<file path="src/scc_cfg.svh">
// Register offsets, field positions, reset values and gain and pixel constants for the sensor control bank
`ifndef SCC_CFG_SVH
`define SCC_CFG_SVH
`define SCC_ADDR_RESET      8'h0E
`define SCC_ADDR_GAIN       8'h10
`define SCC_ADDR_TRISTATE   8'h12
`define SCC_ADDR_BASE_OFS   8'h20
`define SCC_ADDR_OFS_CTRL   8'h21
`define SCC_ADDR_FINAL_OFS  8'h23
`define SCC_ADDR_COLPOS0    8'h24
`define SCC_ADDR_TABLE0     8'h28
`define SCC_ADDR_CAPTURE    8'h40
`define SCC_RST_RESET       8'h00
`define SCC_RST_GAIN        8'h08
`define SCC_RST_TRISTATE    8'hC0
`define SCC_RST_BASE_OFS    8'h00
`define SCC_RST_OFS_CTRL    8'h00
`define SCC_RST_FINAL_OFS   8'h00
`define SCC_RST_TABLE       8'h00
`define SCC_RST_CAPTURE     8'hAA
`define SCC_BIT_STATE_RST   1
`define SCC_BIT_PROG_RST    0
`define SCC_BIT_CLK_EN      7
`define SCC_BIT_DATA_EN     6
`define SCC_BIT_SIGN6       5
`define SCC_BIT_SIGN4       3
`define SCC_BIT_SHUTTER     7
`define SCC_BIT_HALT        6
`define SCC_BIT_FS_POL      5
`define SCC_BIT_ROW_SCOPE   4
`define SCC_BIT_ROW_POL     3
`define SCC_BIT_WORD_SCOPE  2
`define SCC_BIT_WORD_POL    1
`define SCC_BIT_CLAMP       0
`define SCC_BIT_COL_EN      0
`define SCC_GAIN_BASE       16'd67
`define SCC_GAIN_STEP       16'd8
`define SCC_GAIN_DIV        16'd100
`define SCC_PIX_MAX         10'd255
`define SCC_ENTRIES         4
`define SCC_COL_MASK        6'h3F
`define SCC_CLAMP_STEP      8'h01
`endif

</file>
<file path="src/scc_pkg.sv">
// Types shared by the sensor control bank
package scc_pkg;
  typedef enum logic [1:0] {
    SCC_CAP_IDLE,
    SCC_CAP_FRAME,
    SCC_CAP_HALTED
  } scc_cap_type;
  typedef logic [7:0] scc_byte_type;
endpackage : scc_pkg

</file>
<file path="src/scc_sync.sv">
// Two-flop synchroniser for pins from outside the clock domain
`timescale 1ns/1ns
module scc_sync (
  input  wire logic mclk_in,
  input  wire logic rst_in,
  input  wire logic d_in,
  output logic      q_out
);
  logic meta_r;
  // First stage feeds only the second
  always_ff @(posedge mclk_in) begin
    if (rst_in) begin
      meta_r <= 1'b0;
      q_out  <= 1'b0;
    end else begin
      meta_r <= d_in;
      q_out  <= meta_r;
    end
  end
endmodule : scc_sync

</file>
<file path="src/scc_pixel_math.sv">
// Pixel arithmetic: offsets then global gain, saturated to 8 bits
`timescale 1ns/1ns
`include "scc_cfg.svh"
module scc_pixel_math (
  input  wire logic [7:0] pix_in,
  input  wire logic [5:0] base_ofs_in,
  input  wire logic       col_en_in,
  input  wire logic [3:0] col_entry_in,
  input  wire logic       col_hit_in,
  input  wire logic [5:0] final_ofs_in,
  input  wire logic [5:0] gain_in,
  output logic      [7:0] pix_out
);
  // Signed magnitude to signed value, sign set means subtract
  function automatic logic signed [11:0] sm_val(input logic neg, input logic [5:0] mag);
    sm_val = neg ? -$signed({6'h00, mag}) : $signed({6'h00, mag});
  endfunction : sm_val
  function automatic logic [7:0] sat8(input logic signed [11:0] v);
    if (v < 0) sat8 = 8'h00;
    else if (v > $signed({2'b00, `SCC_PIX_MAX})) sat8 = 8'hFF;
    else sat8 = v[7:0];
  endfunction : sat8
  logic signed [11:0] ofs_sum;
  logic [7:0]         pre_gain;
  logic [23:0]        gained;
  // Base and column offsets doubled, final offset one code per step
  always_comb begin
    ofs_sum = $signed({4'h0, pix_in})
            + sm_val(base_ofs_in[`SCC_BIT_SIGN6], {base_ofs_in[4:0], 1'b0});
    if (col_en_in && col_hit_in)
      ofs_sum = ofs_sum + sm_val(col_entry_in[`SCC_BIT_SIGN4],
                                 {2'b00, col_entry_in[2:0], 1'b0});
    ofs_sum = ofs_sum + sm_val(final_ofs_in[`SCC_BIT_SIGN6],
                               {1'b0, final_ofs_in[4:0]});
    pre_gain = sat8(ofs_sum);
    // Gain in hundredths: 67 + 8*code; 24 bits so 255 * 571 cannot wrap
    gained = (24'(pre_gain) * (24'(`SCC_GAIN_BASE) + 24'(`SCC_GAIN_STEP) * 24'(gain_in)))
             / 24'(`SCC_GAIN_DIV);
    pix_out = (gained > 24'(`SCC_PIX_MAX)) ? 8'hFF : gained[7:0];
  end
endmodule : scc_pixel_math

</file>
<file path="src/scc_sensor_ctrl.sv">
// Sensor control register bank with offset, gain and output strobe shaping
`timescale 1ns/1ns
`include "scc_cfg.svh"
module scc_sensor_ctrl (
  input  wire logic                  mclk_in,
  input  wire logic                  rst_in,
  input  wire logic                  reg_wr_in,
  input  wire logic                  reg_rd_in,
  input  wire logic [7:0]            reg_addr_in,
  input  wire scc_pkg::scc_byte_type reg_wdata_in,
  output scc_pkg::scc_byte_type      reg_rdata_out,
  input  wire logic                  frame_trigger_in,
  input  wire logic                  frame_start_in,
  input  wire logic                  frame_end_in,
  input  wire logic                  row_start_in,
  input  wire logic                  row_in_window_in,
  input  wire logic                  pix_valid_in,
  input  wire logic                  pix_in_window_in,
  input  wire logic [5:0]            pix_col_in,
  input  wire logic [7:0]            pix_in,
  input  wire logic [7:0]            dark_level_in,
  output logic [7:0]                 pix_data_out,
  output logic                       pix_data_oe_out,
  output logic                       clk_out_oe_out,
  output logic                       frame_start_out,
  output logic                       row_clock_out,
  output logic                       word_clock_out,
  output logic [7:0]                 dark_clamp_out,
  output logic                       frame_active_out
);
  import scc_pkg::*;

  // Programmable registers
  scc_byte_type reset_ctrl_r;
  scc_byte_type gain_r;
  scc_byte_type tristate_r;
  scc_byte_type base_ofs_r;
  scc_byte_type ofs_ctrl_r;
  scc_byte_type final_ofs_r;
  scc_byte_type colpos_r [`SCC_ENTRIES];
  scc_byte_type table_r  [`SCC_ENTRIES];
  scc_byte_type capture_r;

  // Non-programmable state
  scc_cap_type  cap_state_r;
  scc_cap_type  cap_state_nxt;
  logic [7:0]   clamp_r;
  logic         trig_sync;
  logic         trig_d_r;
  logic         trig_pend_r;
  logic [7:0]   pix_math;
  logic [3:0]   col_entry;
  logic         col_hit;
  logic         prog_rst;
  logic         state_rst;

  // Reset bits hold their block in reset for as long as they stay set
  assign prog_rst  = rst_in | reset_ctrl_r[`SCC_BIT_PROG_RST];
  assign state_rst = rst_in | reset_ctrl_r[`SCC_BIT_STATE_RST];

  // Trigger pin arrives from the host, synchronised first
  scc_sync u_trig_sync (
    .mclk_in (mclk_in),
    .rst_in  (rst_in),
    .d_in    (frame_trigger_in),
    .q_out   (trig_sync)
  );

  // Which register is addressed as a table or position entry
  function automatic logic in_range(input logic [7:0] a, input logic [7:0] b);
    in_range = (a >= b) && (a < b + 8'(`SCC_ENTRIES));
  endfunction : in_range

  // Reset control is its own register so it can release itself
  always_ff @(posedge mclk_in) begin
    if (rst_in) begin
      reset_ctrl_r <= `SCC_RST_RESET;
    end else if (reg_wr_in && reg_addr_in == `SCC_ADDR_RESET) begin
      reset_ctrl_r <= reg_wdata_in;
    end
  end

  // Programmable register writes; bit 0 reset touches only these
  always_ff @(posedge mclk_in) begin
    if (prog_rst) begin
      gain_r      <= `SCC_RST_GAIN;
      tristate_r  <= `SCC_RST_TRISTATE;
      base_ofs_r  <= `SCC_RST_BASE_OFS;
      ofs_ctrl_r  <= `SCC_RST_OFS_CTRL;
      final_ofs_r <= `SCC_RST_FINAL_OFS;
      capture_r   <= `SCC_RST_CAPTURE;
      for (int i = 0; i < `SCC_ENTRIES; i++) begin
        colpos_r[i] <= `SCC_RST_TABLE;
        table_r[i]  <= `SCC_RST_TABLE;
      end
    end else if (reg_wr_in) begin
      case (reg_addr_in)
        `SCC_ADDR_GAIN:      gain_r      <= {2'b00, reg_wdata_in[5:0]};
        `SCC_ADDR_TRISTATE:  tristate_r  <= {reg_wdata_in[7:6], 6'h00};
        `SCC_ADDR_BASE_OFS:  base_ofs_r  <= {2'b00, reg_wdata_in[5:0]};
        `SCC_ADDR_OFS_CTRL:  ofs_ctrl_r  <= {7'h00, reg_wdata_in[0]};
        `SCC_ADDR_FINAL_OFS: final_ofs_r <= {2'b00, reg_wdata_in[5:0]};
        `SCC_ADDR_CAPTURE:   capture_r   <= reg_wdata_in;
        default: begin
          for (int i = 0; i < `SCC_ENTRIES; i++) begin
            if (reg_addr_in == `SCC_ADDR_COLPOS0 + 8'(i))
              colpos_r[i] <= {2'b00, reg_wdata_in[5:0]};
            if (reg_addr_in == `SCC_ADDR_TABLE0 + 8'(i))
              table_r[i] <= {4'h0, reg_wdata_in[3:0]};
          end
        end
      endcase
    end
  end

  // Read data registered; unmapped addresses read zero
  always_ff @(posedge mclk_in) begin
    if (rst_in) begin
      reg_rdata_out <= 8'h00;
    end else if (reg_rd_in) begin
      case (reg_addr_in)
        `SCC_ADDR_RESET:     reg_rdata_out <= reset_ctrl_r;
        `SCC_ADDR_GAIN:      reg_rdata_out <= gain_r;
        `SCC_ADDR_TRISTATE:  reg_rdata_out <= tristate_r;
        `SCC_ADDR_BASE_OFS:  reg_rdata_out <= base_ofs_r;
        `SCC_ADDR_OFS_CTRL:  reg_rdata_out <= ofs_ctrl_r;
        `SCC_ADDR_FINAL_OFS: reg_rdata_out <= final_ofs_r;
        `SCC_ADDR_CAPTURE:   reg_rdata_out <= capture_r;
        default: begin
          reg_rdata_out <= 8'h00;
          if (in_range(reg_addr_in, `SCC_ADDR_COLPOS0))
            reg_rdata_out <= colpos_r[reg_addr_in[1:0]];
          if (in_range(reg_addr_in, `SCC_ADDR_TABLE0))
            reg_rdata_out <= table_r[reg_addr_in[1:0]];
        end
      endcase
    end
  end

  // Column match within the repeating 64-column group; lowest entry wins
  always_comb begin
    col_hit   = 1'b0;
    col_entry = 4'h0;
    for (int i = `SCC_ENTRIES - 1; i >= 0; i--) begin
      if ((pix_col_in & `SCC_COL_MASK) == colpos_r[i][5:0]) begin
        col_hit   = 1'b1;
        col_entry = table_r[i][3:0];
      end
    end
  end

  scc_pixel_math u_math (
    .pix_in       (pix_in),
    .base_ofs_in  (base_ofs_r[5:0]),
    .col_en_in    (ofs_ctrl_r[`SCC_BIT_COL_EN]),
    .col_entry_in (col_entry),
    .col_hit_in   (col_hit),
    .final_ofs_in (final_ofs_r[5:0]),
    .gain_in      (gain_r[5:0]),
    .pix_out      (pix_math)
  );

  // Trigger edge is remembered until a halted stream can use it
  always_ff @(posedge mclk_in) begin
    if (state_rst) begin
      trig_d_r    <= 1'b0;
      trig_pend_r <= 1'b0;
    end else begin
      trig_d_r <= trig_sync;
      if (trig_sync && !trig_d_r)
        trig_pend_r <= 1'b1;
      else if (cap_state_r == SCC_CAP_HALTED && trig_pend_r && frame_start_in)
        trig_pend_r <= 1'b0;
    end
  end

  // Frame gating: which frames are passed out to the host
  always_comb begin
    cap_state_nxt = cap_state_r;
    case (cap_state_r)
      SCC_CAP_IDLE: begin
        // Single capture or a pending halt lets no untriggered frame through
        if (capture_r[`SCC_BIT_SHUTTER] || capture_r[`SCC_BIT_HALT])
          cap_state_nxt = SCC_CAP_HALTED;
        else if (frame_start_in)
          cap_state_nxt = SCC_CAP_FRAME;
      end
      SCC_CAP_FRAME: begin
        if (frame_end_in) begin
          // Single capture stops after one frame; halt waits for frame end
          if (capture_r[`SCC_BIT_SHUTTER] || capture_r[`SCC_BIT_HALT])
            cap_state_nxt = SCC_CAP_HALTED;
          else
            cap_state_nxt = SCC_CAP_IDLE;
        end
      end
      SCC_CAP_HALTED: begin
        if (!capture_r[`SCC_BIT_SHUTTER] && !capture_r[`SCC_BIT_HALT])
          cap_state_nxt = SCC_CAP_IDLE;
        else if (trig_pend_r && frame_start_in)
          cap_state_nxt = SCC_CAP_FRAME;
      end
      default: cap_state_nxt = SCC_CAP_IDLE;
    endcase
  end

  always_ff @(posedge mclk_in) begin
    if (state_rst) begin
      cap_state_r <= SCC_CAP_IDLE;
    end else begin
      cap_state_r <= cap_state_nxt;
    end
  end

  // Dark clamp tracks the dark level one step per frame while enabled
  always_ff @(posedge mclk_in) begin
    if (state_rst) begin
      clamp_r <= 8'h00;
    end else if (capture_r[`SCC_BIT_CLAMP] && frame_start_in) begin
      if (clamp_r < dark_level_in)
        clamp_r <= clamp_r + `SCC_CLAMP_STEP;
      else if (clamp_r > dark_level_in)
        clamp_r <= clamp_r - `SCC_CLAMP_STEP;
    end
  end

  // Output strobes and data, all registered; polarity applied by XNOR
  always_ff @(posedge mclk_in) begin
    if (rst_in) begin
      pix_data_out     <= 8'h00;
      pix_data_oe_out  <= 1'b0;
      clk_out_oe_out   <= 1'b0;
      frame_start_out  <= 1'b0;
      row_clock_out    <= 1'b0;
      word_clock_out   <= 1'b0;
      dark_clamp_out   <= 8'h00;
      frame_active_out <= 1'b0;
    end else begin
      pix_data_oe_out  <= tristate_r[`SCC_BIT_DATA_EN];
      clk_out_oe_out   <= tristate_r[`SCC_BIT_CLK_EN];
      dark_clamp_out   <= clamp_r;
      frame_active_out <= (cap_state_nxt == SCC_CAP_FRAME);
      if (pix_valid_in && pix_in_window_in)
        pix_data_out <= pix_math;
      frame_start_out <= ~((frame_start_in && cap_state_nxt == SCC_CAP_FRAME)
                           ^ capture_r[`SCC_BIT_FS_POL]);
      row_clock_out <= ~((row_start_in && cap_state_r == SCC_CAP_FRAME
                          && (row_in_window_in || capture_r[`SCC_BIT_ROW_SCOPE]))
                         ^ capture_r[`SCC_BIT_ROW_POL]);
      word_clock_out <= ~((pix_valid_in && cap_state_r == SCC_CAP_FRAME
                           && (pix_in_window_in || capture_r[`SCC_BIT_WORD_SCOPE]))
                          ^ capture_r[`SCC_BIT_WORD_POL]);
    end
  end
endmodule : scc_sensor_ctrl

</file>
<file path="config.mk">
export PLATFORM = sky130hd
export DESIGN_NAME = scc_sensor_ctrl
export DESIGN_NICKNAME = d
export VERILOG_FILES = /design/src/scc_pkg.sv /design/src/scc_sync.sv /design/src/scc_pixel_math.sv /design/src/scc_sensor_ctrl.sv
export VERILOG_INCLUDE_DIRS = /design/src
export SDC_FILE = /design/constraint.sdc
export NUM_CORES = 1
export LEC_CHECK = 0
export BUFFER_PORTS_ARGS = -buffer_cell sky130_fd_sc_hd__buf_2
export CORE_MARGIN = 2
export CORE_UTILIZATION = 55
export DETAILED_ROUTE_END_ITERATION = 8
export PLACE_DENSITY = 0.73
export SETUP_SLACK_MARGIN = 0.4
export SYNTH_ARGS = -nofsm -noshare
export SYNTH_HDL_FRONTEND = slang
export SYNTH_SLANG_ARGS = --single-unit
</file>
<file path="constraint.sdc">
create_clock -name mclk_in -period 22.6 [get_ports mclk_in]
set_clock_uncertainty 0.05 [all_clocks]
set_input_delay 1.13 -clock mclk_in [delete_from_list [all_inputs] [get_ports mclk_in]]
set_output_delay 1.13 -clock mclk_in [all_outputs]
set_load 0.03 [all_outputs]
</file>
After elaboration in Yosys (flattened, before gate mapping)
Memories as Yosys holds them, arrays and structs flattened.
Cells that the tools add are included.
{"block": "op_classes", "n_addsub": 9, "multipliers": 1, "div_mod_pow": 1, "n_lt_le_gt_ge": 9, "n_eq_ne": 22, "muxes": 79, "bitwise": 16, "n_reduce_logical": 33}
{"cell": "== test 8 x 6 -> 1 bit, second input constant", "count": 11}
{"cell": "two-way mux 8 bit", "count": 7}
{"cell": "one-hot mux 8 bit (7 select lines)", "count": 1}
{"cell": "two-way mux 1 bit", "count": 48}
{"cell": "two-way mux 12 bit", "count": 4}
{"cell": "two-way mux 4 bit", "count": 8}
{"cell": "adder 12 bit", "count": 2}
{"cell": "divider 24 x 7 -> 24 bit, second input constant", "count": 1}
{"cell": "== test 6 bit", "count": 4}
{"cell": "greater-than comparator 24 x 8 -> 1 bit, second input constant", "count": 1}
{"cell": "multiplier 8 x 24 -> 24 bit", "count": 1}
{"cell": "two-way mux 6 bit", "count": 4}
{"cell": "== test 8 x 5 -> 1 bit, second input constant", "count": 2}
{"cell": "greater-or-equal comparator 8 x 6 -> 1 bit, second input constant", "count": 2}
{"cell": "logical AND 1 bit", "count": 16}
{"cell": "< comparator 8 x 6 -> 1 bit, second input constant", "count": 2}
{"cell": "AND reduction 2 bit", "count": 7}
{"cell": "adder 9 x 12 -> 12 bit", "count": 1}
{"cell": "greater-than comparator 12 x 9 -> 1 bit, second input constant", "count": 1}
{"cell": "< comparator 12 x 1 -> 1 bit, second input constant", "count": 1}
{"cell": "two-way mux 2 bit", "count": 6}
{"cell": "negation 4 -> 12 bit", "count": 1}
{"cell": "negation 5 -> 12 bit", "count": 1}
{"cell": "negation 6 -> 12 bit", "count": 1}
{"cell": "18 further kinds", "count": 37}
{"block": "totals", "reg_bits": 81, "mem_bits_rw": 40, "inputBits": 49, "out_inout_bits": 30, "wordCells": 194, "mem_count": 2}
{"name": "colpos_r", "depth": 4, "width": 6, "read_ports": 5, "rd_clocked_by_memory_dff": 0, "write_ports": 4, "line": "scc_sensor_ctrl.sv:40", "rtl": "scc_byte_type colpos_r [`SCC_ENTRIES];"}
{"name": "table_r", "depth": 4, "width": 4, "read_ports": 5, "rd_clocked_by_memory_dff": 0, "write_ports": 4, "line": "scc_sensor_ctrl.sv:41", "rtl": "scc_byte_type table_r [`SCC_ENTRIES];"}

Longest topological paths before layout
Gate-level depths: netlist (run 1).
An unclocked memory read counts as a cell.
{"block": "depth", "word_depth": 18, "depth_mapped": 78, "depth_no_buf": 72}

Hierarchy
Synthesis (run 1) repeated with hierarchy kept, for this count alone.
{"block": "hier_totals", "hier_cells": 1572, "area_unflattened_um2": 13515.5}
{"module": "scc_pixel_math", "n_inst": 1, "cells_per_inst": 970, "area_each_um2": 7487.2}
{"module": "scc_sensor_ctrl", "n_inst": 1, "cells_per_inst": 598, "area_each_um2": 5975.7}
{"module": "scc_sync", "n_inst": 1, "cells_per_inst": 4, "area_each_um2": 52.6}

Worst setup path before layout (run 1)
Ideal clock, no wire load.
{"block": "synth_path", "kind": "input-to-reg", "start": "in pix_col_in[4]", "end": "reg pix_data_out[0]", "setup_time_ns": 0.131, "arrival_time_ns": 16.539, "slack_ns": 5.880, "stages": 70, "path_buffers": 3, "path_cell_list": "xnor2_1 -> nand4_1 -> nor3_1 -> nor2_1 -> a22oi_1 -> a21oi_1 -> mux2_2 -> inv_1 -> ha_1 -> nand2_1 -> o21ai_0 -> fa_1 -> mux2_2 -> ha_1 -> a21oi_1 -> o21bai_1 -> a21oi_1 -> o21bai_1 -> [34 not listed] -> nor3_1 -> nor4_4 -> nor3_2 -> nor4_4 -> a21o_2 -> o2111ai_2 -> a31oi_1 -> nor2_2 -> a211oi_2 -> o211ai_2 -> buf_6 -> a21o_1 -> a2111oi_0 -> a41oi_1 -> a211oi_2 -> o21ba_1 -> o22ai_1 -> a211oi_2"}
{"block": "synth_between", "elab_chain_cells": 17, "word_cells_on_any_way": 26, "cone_classes": "add/sub (3); mul (1); div (1); order compare (3); eq/ne (4); mux (13); reduce/logical (1)"}
{"element": "from (decl)", "line": "scc_sensor_ctrl.sv:19", "rtl": "input wire logic [5:0] pix_col_in,"}
{"element": "== test 6 bit", "line": "scc_sensor_ctrl.sv:145", "rtl": "if ((pix_col_in & `SCC_COL_MASK) == colpos_r[i][5:0]) begin"}
{"element": "two-way mux 4 bit (4 in a row)", "line": "scc_sensor_ctrl.sv:145"}
{"element": "negation 4 -> 12 bit", "line": "scc_pixel_math.sv:16", "rtl": "sm_val = neg ? -$signed({6'h00, mag}) : $signed({6'h00, mag});"}
{"element": "two-way mux 12 bit", "line": "scc_pixel_math.sv:16"}
{"element": "adder 12 bit", "line": "scc_pixel_math.sv:31", "rtl": "ofs_sum = ofs_sum + sm_val(col_entry_in[`SCC_BIT_SIGN4],"}
{"element": "two-way mux 12 bit *", "line": "scc_pixel_math.sv:30", "rtl": "if (col_en_in && col_hit_in)"}
{"element": "adder 12 bit *", "line": "scc_pixel_math.sv:33", "rtl": "ofs_sum = ofs_sum + sm_val(final_ofs_in[`SCC_BIT_SIGN6],"}
{"element": "greater-than comparator 12 x 9 -> 1 bit", "line": "scc_pixel_math.sv:20", "rtl": "else if (v > $signed({2'b00, `SCC_PIX_MAX})) sat8 = 8'hFF;"}
{"element": "two-way mux 8 bit", "line": "scc_pixel_math.sv:20"}
{"element": "two-way mux 8 bit *", "line": "scc_pixel_math.sv:19", "rtl": "if (v < 0) sat8 = 8'h00;"}
{"element": "multiplier 8 x 24 -> 24 bit *", "line": "scc_pixel_math.sv:37", "rtl": "gained = (24'(pre_gain) * (24'(`SCC_GAIN_BASE) + 24'(`SCC_GAIN_STEP) * 24'(gain_in)))"}
{"element": "divider 24 x 7 -> 24 bit *", "line": "scc_pixel_math.sv:37"}
{"element": "greater-than comparator 24 x 8 -> 1 bit", "line": "scc_pixel_math.sv:39", "rtl": "pix_out = (gained > 24'(`SCC_PIX_MAX)) ? 8'hFF : gained[7:0];"}
{"element": "two-way mux 8 bit *", "line": "scc_pixel_math.sv:39"}
{"element": "to (signal assigned)", "line": "scc_sensor_ctrl.sv:244", "rtl": "pix_data_out <= pix_math;"}
{"element": "to (decl)", "line": "scc_sensor_ctrl.sv:22", "rtl": "output logic [7:0] pix_data_out,"}
Every way passes the cells marked *; elsewhere a longest branch is shown, timed or not.
A chain may end at the register's enable or synchronous reset.

Final worst setup path (run 1)
{"block": "layout_path", "start": "in pix_col_in[5]", "end": "reg pix_data_out[0]"}
The elaborated chain is that of the path after synthesis.

==> flow_metrics.tcl, run 1 <==
set metrics [dict create \
    dr.pass1.iters 6 \
    synth_edf_count 40 \
    status "completed" \
    grt_pass1_wl_um 54800 \
    drv_slew 0 \
    setup_ws_ns 3.17 \
    die_area_um2 24700 \
    worst_ir_drop_vdd_v 0.000140 \
    ctsResizeCount 0 \
    netlist_instances 1523 \
    clk_path_buf_depth 2 \
    path_delay_family "compound AO/OA/AOI/OAI gates" \
    hold-path-cell-count 1 \
    fmax_mhz 51.5 \
    yosys-top-cells-count "nor2_1, nand2_1, ha_1" \
    postCtsHoldBufs 0 \
    finalNonFillerCells 1903 \
    power_density_nw_per_um2 97.7 \
    worstPathArrival_ns 19.65 \
    placed_cell_area_um2 13500 \
    slowest_stage "a31oi_1" \
    hp-start "u_trig_sync.meta_r" \
    crit_buf_inv 5 \
    yosysTopAreaCell "dfxtp_1" \
    cts_root_buffer "clkbuf_16" \
    vias_per_cell 6.14 \
    nets 1760 \
    antenna_left 0 \
    hold_viol 0 \
    start_kind "primary input" \
    grt_usage_pct 27.1 \
    tritoncts "built" \
    rsz0062_at_grt "no" \
    layout-drive-gt1-share_pct 13.2 \
    synthArstFlopShare_pct 0 \
    num_rows 56 \
    hpwlAfterDp_um 24700 \
    die_y_um 157 \
    start_util_pct 55.5 \
    syn_nets 1712 \
    ys_seq_elements 121 \
    yosys_warnings 0 \
    cpPeakStageDelay_ns 0.86 \
    cts-htree-levels 4 \
    coreArea_um2 23300 \
    whs_ns 0.403 \
    gp_congestion 0.948 \
    drtIter0Drc 919 \
    num_antenna_cells 0 \
    synth.avg_cell_area_um2 8.47 \
    grt_max_degree 44 \
    totalPowerFinal_mw 1.37 \
    clkSinkCount 121 \
    fin_crit_ns 19.43 \
    wirelength_um 32900 \
    n_fill_cell 2068 \
    synthToLayoutAreaGrowth_pct 8.94 \
    place_inst 1871 \
    finalCritPeriodShare_pct 86.0 \
    synth_area_um2 12900 \
    grt_pass1_vias 11121 \
    cpMostUsedCell "a21oi_1" \
    numPortBuffers 78 \
    max-slew-margin-rel_pct 16.4 \
    holdPathEnd "u_trig_sync.q_out" \
    numCtsBuffers 17 \
    tightest_slew_ns 1.25 \
    worstPathMaxFanout 12 \
    required_ns 22.82 \
    synthFlopType "dfxtp_1" \
    hp-class "reg2reg" \
    wl_per_cell_um 17.3 \
    setup_viol 0 \
    worstSetupPathType "in2reg" \
    yosysUniqueCellTypes 117 \
    die_x_um 157 \
    rrSetupSlack_ns 3.61 \
    maxCapViolCount 0 \
    utilization_pct 60.4 \
    p_leak_nw 5.96 \
    final_area_um2 14100 \
    synth.most_common_cell "nor2_1" \
    setup_tns_ns 0 \
    path_clk_slew_ns 0.07 \
    worstReg2RegEnd "pix_data_out[0]" \
    num_io_pins 79 \
    grt_overflow_total 0 \
    drc 0 \
    insertion_delay_ns 0.43 \
    synth_area_leaders "dfxtp_1, edfxtp_1, ha_1" \
    crit-reg2reg-launch "colpos_r[2][5]" \
    antenna_found_initial 0 \
    postCtsSetupRepairBufs 0 \
    num_vias 11680 \
    cp-end-kind "flip-flop" \
    ys_seq_area_share_pct 21.9 \
    r2r_cells 68 \
    place_ws_ns 3.14 \
    synth_top_area_share_pct 12.6 \
]
[routing by layer]
metal | track usage [%] | up-vias | share of wire [%]
met4 | 8.18 | 0 | 2.2
met5 | 0 | - | 0
met2 | 44.2 | 405 | 47
met1 | 37.3 | 5544 | 45
li1 | - | 5668 | -
met3 | 3.69 | 63 | 5.5
[power by group]
group,switching (mW),internal [mW],leakage (nW)
logic,0.533,0.330,4.65
clock network,0.127,0.147,0.276
registers,0.00513,0.233,1.04
[logic make-up (layout without fill, tap and decap cells)]
family | after synthesis | count (layout) | share of synthesized area, %
simple gates | 570 | 570 | 22.6
mux | 45 | 45 | 4.61
xor+xnor | 99 | 99 | 6.72
buf+inv | 133 | 194 | 4.30
fa+ha+maj | 142 | 142 | 16.3
flops | 121 | 121 | 21.9
compound gates | 413 | 413 | 23.6
[cell type report]
class | count | area [um^2] | area share [%]
Multi-Input combinational cell | 1269 | 9530 | 67.8
Sequential cell | 121 | 2820 | 20.1
Timing Repair Buffer | 83 | 428 | 3.04
Clock buffer | 17 | 425 | 3.03
Tap cell | 319 | 399 | 2.84
Inverter | 79 | 297 | 2.11
Clock inverter | 15 | 154 | 1.09
[cells in the final DEF, fill, tap and decap left out, types with 7 or more instances in the layout]
| master | netlist | layout |
|---|---|---|
| a211o_1 | 7 | 7 |
| a211oi_1 | 23 | 23 |
| a211oi_2 | 11 | 11 |
| a21o_1 | 32 | 32 |
| a21oi_1 | 90 | 90 |
| a222oi_1 | 8 | 8 |
| a22oi_1 | 9 | 9 |
| a31oi_1 | 12 | 12 |
| and2_1 | 75 | 75 |
| buf_2 | 6 | 78 |
| clkbuf_16 | 0 | 17 |
| dfxtp_1 | 81 | 81 |
| edfxtp_1 | 40 | 40 |
| fa_1 | 44 | 44 |
| ha_1 | 96 | 96 |
| inv_1 | 79 | 79 |
| inv_6 | 0 | 7 |
| mux2_2 | 11 | 11 |
| mux2i_1 | 22 | 22 |
| mux4_2 | 10 | 10 |
| nand2_1 | 134 | 134 |
| nand2b_1 | 26 | 26 |
| nand3_1 | 55 | 55 |
| nand4_1 | 11 | 11 |
| nor2_1 | 138 | 138 |
| nor2b_1 | 18 | 18 |
| nor3_1 | 32 | 32 |
| nor4_1 | 14 | 13 |
| o211ai_1 | 20 | 20 |
| o21a_1 | 19 | 19 |
| o21ai_0 | 51 | 51 |
| o21ai_1 | 13 | 13 |
| o21bai_1 | 13 | 13 |
| o22ai_1 | 9 | 9 |
| o31ai_1 | 8 | 8 |
| or3_1 | 8 | 8 |
| xnor2_1 | 65 | 65 |
| xor2_1 | 34 | 34 |
[how the worst max path moves through the flow]
stage               cells past startpoint     startpoint               to
floorplan                              70  pix_col_in[4]  pix_data_out[0]
global placement                       69  pix_col_in[5]  pix_data_out[0]
detailed placement                     69  pix_col_in[5]  pix_data_out[0]
CTS                                    69  pix_col_in[5]  pix_data_out[0]
global route                           72  pix_col_in[5]  pix_data_out[0]
finish                                 69  pix_col_in[5]  pix_data_out[0]
[registers in the layout, summed over array words and instances, names as in the netlist, 2 cells and up]
| register | cells |
|---|---|
| colpos_r | 24 |
| table_r | 16 |
| capture_r | 8 |
| clamp_r | 8 |
| dark_clamp_out | 8 |
| pix_data_out | 8 |
| reg_rdata_out | 8 |
| reset_ctrl_r | 8 |
| base_ofs_r | 6 |
| final_ofs_r | 6 |
| gain_r | 6 |
| cap_state_r | 2 |
| tristate_r | 2 |
No activity file was read; power rests on OpenSTA's default activity.
==> run 2, diff against run 1 <==
- ABC_AREA: unset -> 1
==> flow_metrics.tcl, run 2 <==
set metrics [dict create \
    status "completed" \
    yosys-top-cells-count "inv_1, nand2_1, nor2_1" \
    layout-drive-gt1-share_pct 13.5 \
    nets 2020 \
    cpPeakStageDelay_ns 0.57 \
    yosysTopAreaCell "dfxtp_1" \
    synthToLayoutAreaGrowth_pct 10.4 \
    path_delay_family "simple AND/OR/NAND/NOR gates" \
    grt_max_degree 28 \
    synth_area_um2 12100 \
    insertion_delay_ns 0.42 \
    grt_usage_pct 26.7 \
    hold_viol 0 \
    cp-end-kind "flip-flop" \
    finalCritPeriodShare_pct 69.5 \
    wirelength_um 30200 \
    cts_root_buffer "clkbuf_16" \
    vias_per_cell 5.39 \
    tritoncts "built" \
    worst_ir_drop_vdd_v 0.000163 \
    ys_seq_area_share_pct 23.3 \
    synth_top_area_share_pct 13.4 \
    synth.most_common_cell "inv_1" \
    ctsResizeCount 0 \
    reg.largest.list "colpos_r: 24 flops, table_r: 16 flops" \
    num_antenna_cells 0 \
    fin_crit_ns 15.70 \
    slowest_stage "fa_1" \
    setup_viol 0 \
    largest_reg_flops 24 \
    postCtsSetupRepairBufs 0 \
    antenna_left 0 \
    max-slew-margin-rel_pct 33.1 \
    drtIter0Drc 843 \
    die_x_um 152 \
    start_kind "primary input" \
    num_io_pins 79 \
    cpMostUsedCell "nand2_1" \
    synthFlopType "dfxtp_1" \
    synth_area_leaders "dfxtp_1, edfxtp_1, ha_1" \
    syn_nets 1943 \
    numCtsBuffers 17 \
    yosys_warnings 0 \
    tightest_slew_ns 1.00 \
    num_rows 54 \
    antenna_found_initial 0 \
    dr.pass1.iters 7 \
    postCtsHoldBufs 0 \
    synthArstFlopShare_pct 0 \
    power_density_nw_per_um2 109 \
    fmax_mhz 63.7 \
    crit_buf_inv 11 \
    clkSinkCount 121 \
    coreArea_um2 21800 \
    start_util_pct 55.7 \
    p_leak_nw 7.04 \
    path_clk_slew_ns 0.07 \
    required_ns 22.91 \
    worstPathMaxFanout 7 \
    hpwlAfterDp_um 24000 \
    final_common_cell "inv_1" \
    synth.avg_cell_area_um2 6.91 \
    drc 0 \
    n_fill_cell 1976 \
    num_vias 11442 \
    wl_per_cell_um 14.2 \
    clk_path_buf_depth 2 \
    die_y_um 152 \
    maxCapViolCount 0 \
    gp_congestion 0.914 \
    netlist_instances 1754 \
    worstPathArrival_ns 16.01 \
    numPortBuffers 78 \
    drv_slew 0 \
    yosysUniqueCellTypes 56 \
    final_cell_mix "inv_1, nand2_1, nor2_1, o21ai_0, ha_1" \
    synth_edf_count 40 \
    top_register "colpos_r" \
    rsz0062_at_grt "no" \
    grt_overflow_total 0 \
    hp-class "reg2reg" \
    whs_ns 0.348 \
    die_area_um2 23300 \
    grt_pass1_vias 10950 \
    cts-htree-levels 4 \
    grt_pass1_wl_um 52200 \
    setup_tns_ns 0 \
    ys_seq_elements 121 \
    worstSetupPathType "in2reg" \
    totalPowerFinal_mw 1.46 \
]
## run 2: changes by cell type after synthesis, sizes merged, moves of 23 or more
cell | previous run | this run
inv | 79 | 334
nand2 | 135 | 382
nor2 | 143 | 241
and2 | 77 | 2
xnor2 | 65 | 12
o21ai | 66 | 118
nand3 | 56 | 96
a21o | 34 | 4
a211oi | 35 | 6
nand2b | 26 | 0
mux2i | 23 | 0
## run 2: kinds of logic (layout without fill, tap and decap cells)
| logic type | after synthesis | after routing | share of synthesized area [%] |
|---|---|---|---|
| AOI/OAI and AO/OA | 302 | 302 | 14.4 |
| xor gates and xnor gates | 50 | 50 | 3.61 |
| buffers and inverters | 360 | 450 | 11.2 |
| adders and majority gates | 140 | 140 | 17.2 |
| and+or+nand+nor | 781 | 781 | 30.4 |
| DFF | 121 | 121 | 23.3 |
## run 2: final timing paths
| path | from | endpoint | slack (ns) | cells after the start |
|---|---|---|---|---|
| worst max-delay path | pix_col_in[2] | pix_data_out[0] | 6.90 | 110 |
| worst min register to register | u_trig_sync.meta_r | u_trig_sync.q_out | 0.35 | 2 |
| worst max register to register | colpos_r[3][2] | pix_data_out[0] | 7.35 | 108 |
| worst min-delay path | u_trig_sync.meta_r | u_trig_sync.q_out | 0.35 | 2 |
## run 2: layout make-up
class                           instances  area, um^2  area share (%)
Timing Repair Buffer                   80         405            3.03
Inverter                              338        1270            9.48
Multi-Input combinational cell       1273        7960            59.4
Sequential cell                       121        2820            21.1
Tap cell                              280         350            2.62
Clock buffer                           18         450            3.36
Clock inverter                         14         134            1.00
## run 2: power by group
group          internal (mW)  switching (mW)  leakage (nW)
registers              0.232         0.00470          1.07
logic                  0.309           0.639          5.68
clock network          0.161           0.116         0.291
## run 2: metrics by stage
stage / instance area, um^2 / util [%] / worst slack, ns / instances
6_report: 13400 / 61.5 / 6.90 / 2124
3_3_place_gp: 12800 / 58.8 / 6.89 / 2092
4_1_cts: 13400 / 61.5 / 6.97 / 2124
2_1_floorplan: 12100 / - / 8.39 / 1754
3_5_place_dp: 12800 / 58.8 / 6.54 / 2092
5_1_grt: 13400 / 61.5 / 5.13 / 2124
## run 2: metal layers
metal / track usage (%) / wire, um / vias to the layer above
li1: - / - / 5832
met2: 43.8 / 14000 / 339
met4: 6.53 / 442 / 0
met1: 37.0 / 13900 / 5237
met5: 0 / 0 / -
met3: 4.38 / 1900 / 34
## run 2: worst reg2reg max path: cells and delay by family, from the launching register on
| family | cells | cell delay [ns] |
|---|---|---|
| AO/OA/AOI/OAI | 19 | 3.38 |
| XOR/XNOR | 1 | 0.15 |
| adder cells (fa/ha/maj) | 9 | 3.56 |
| buffers and inverters | 9 | 0.67 |
| flip-flops | 1 | 0.44 |
| AND/OR/NAND/NOR | 70 | 6.98 |
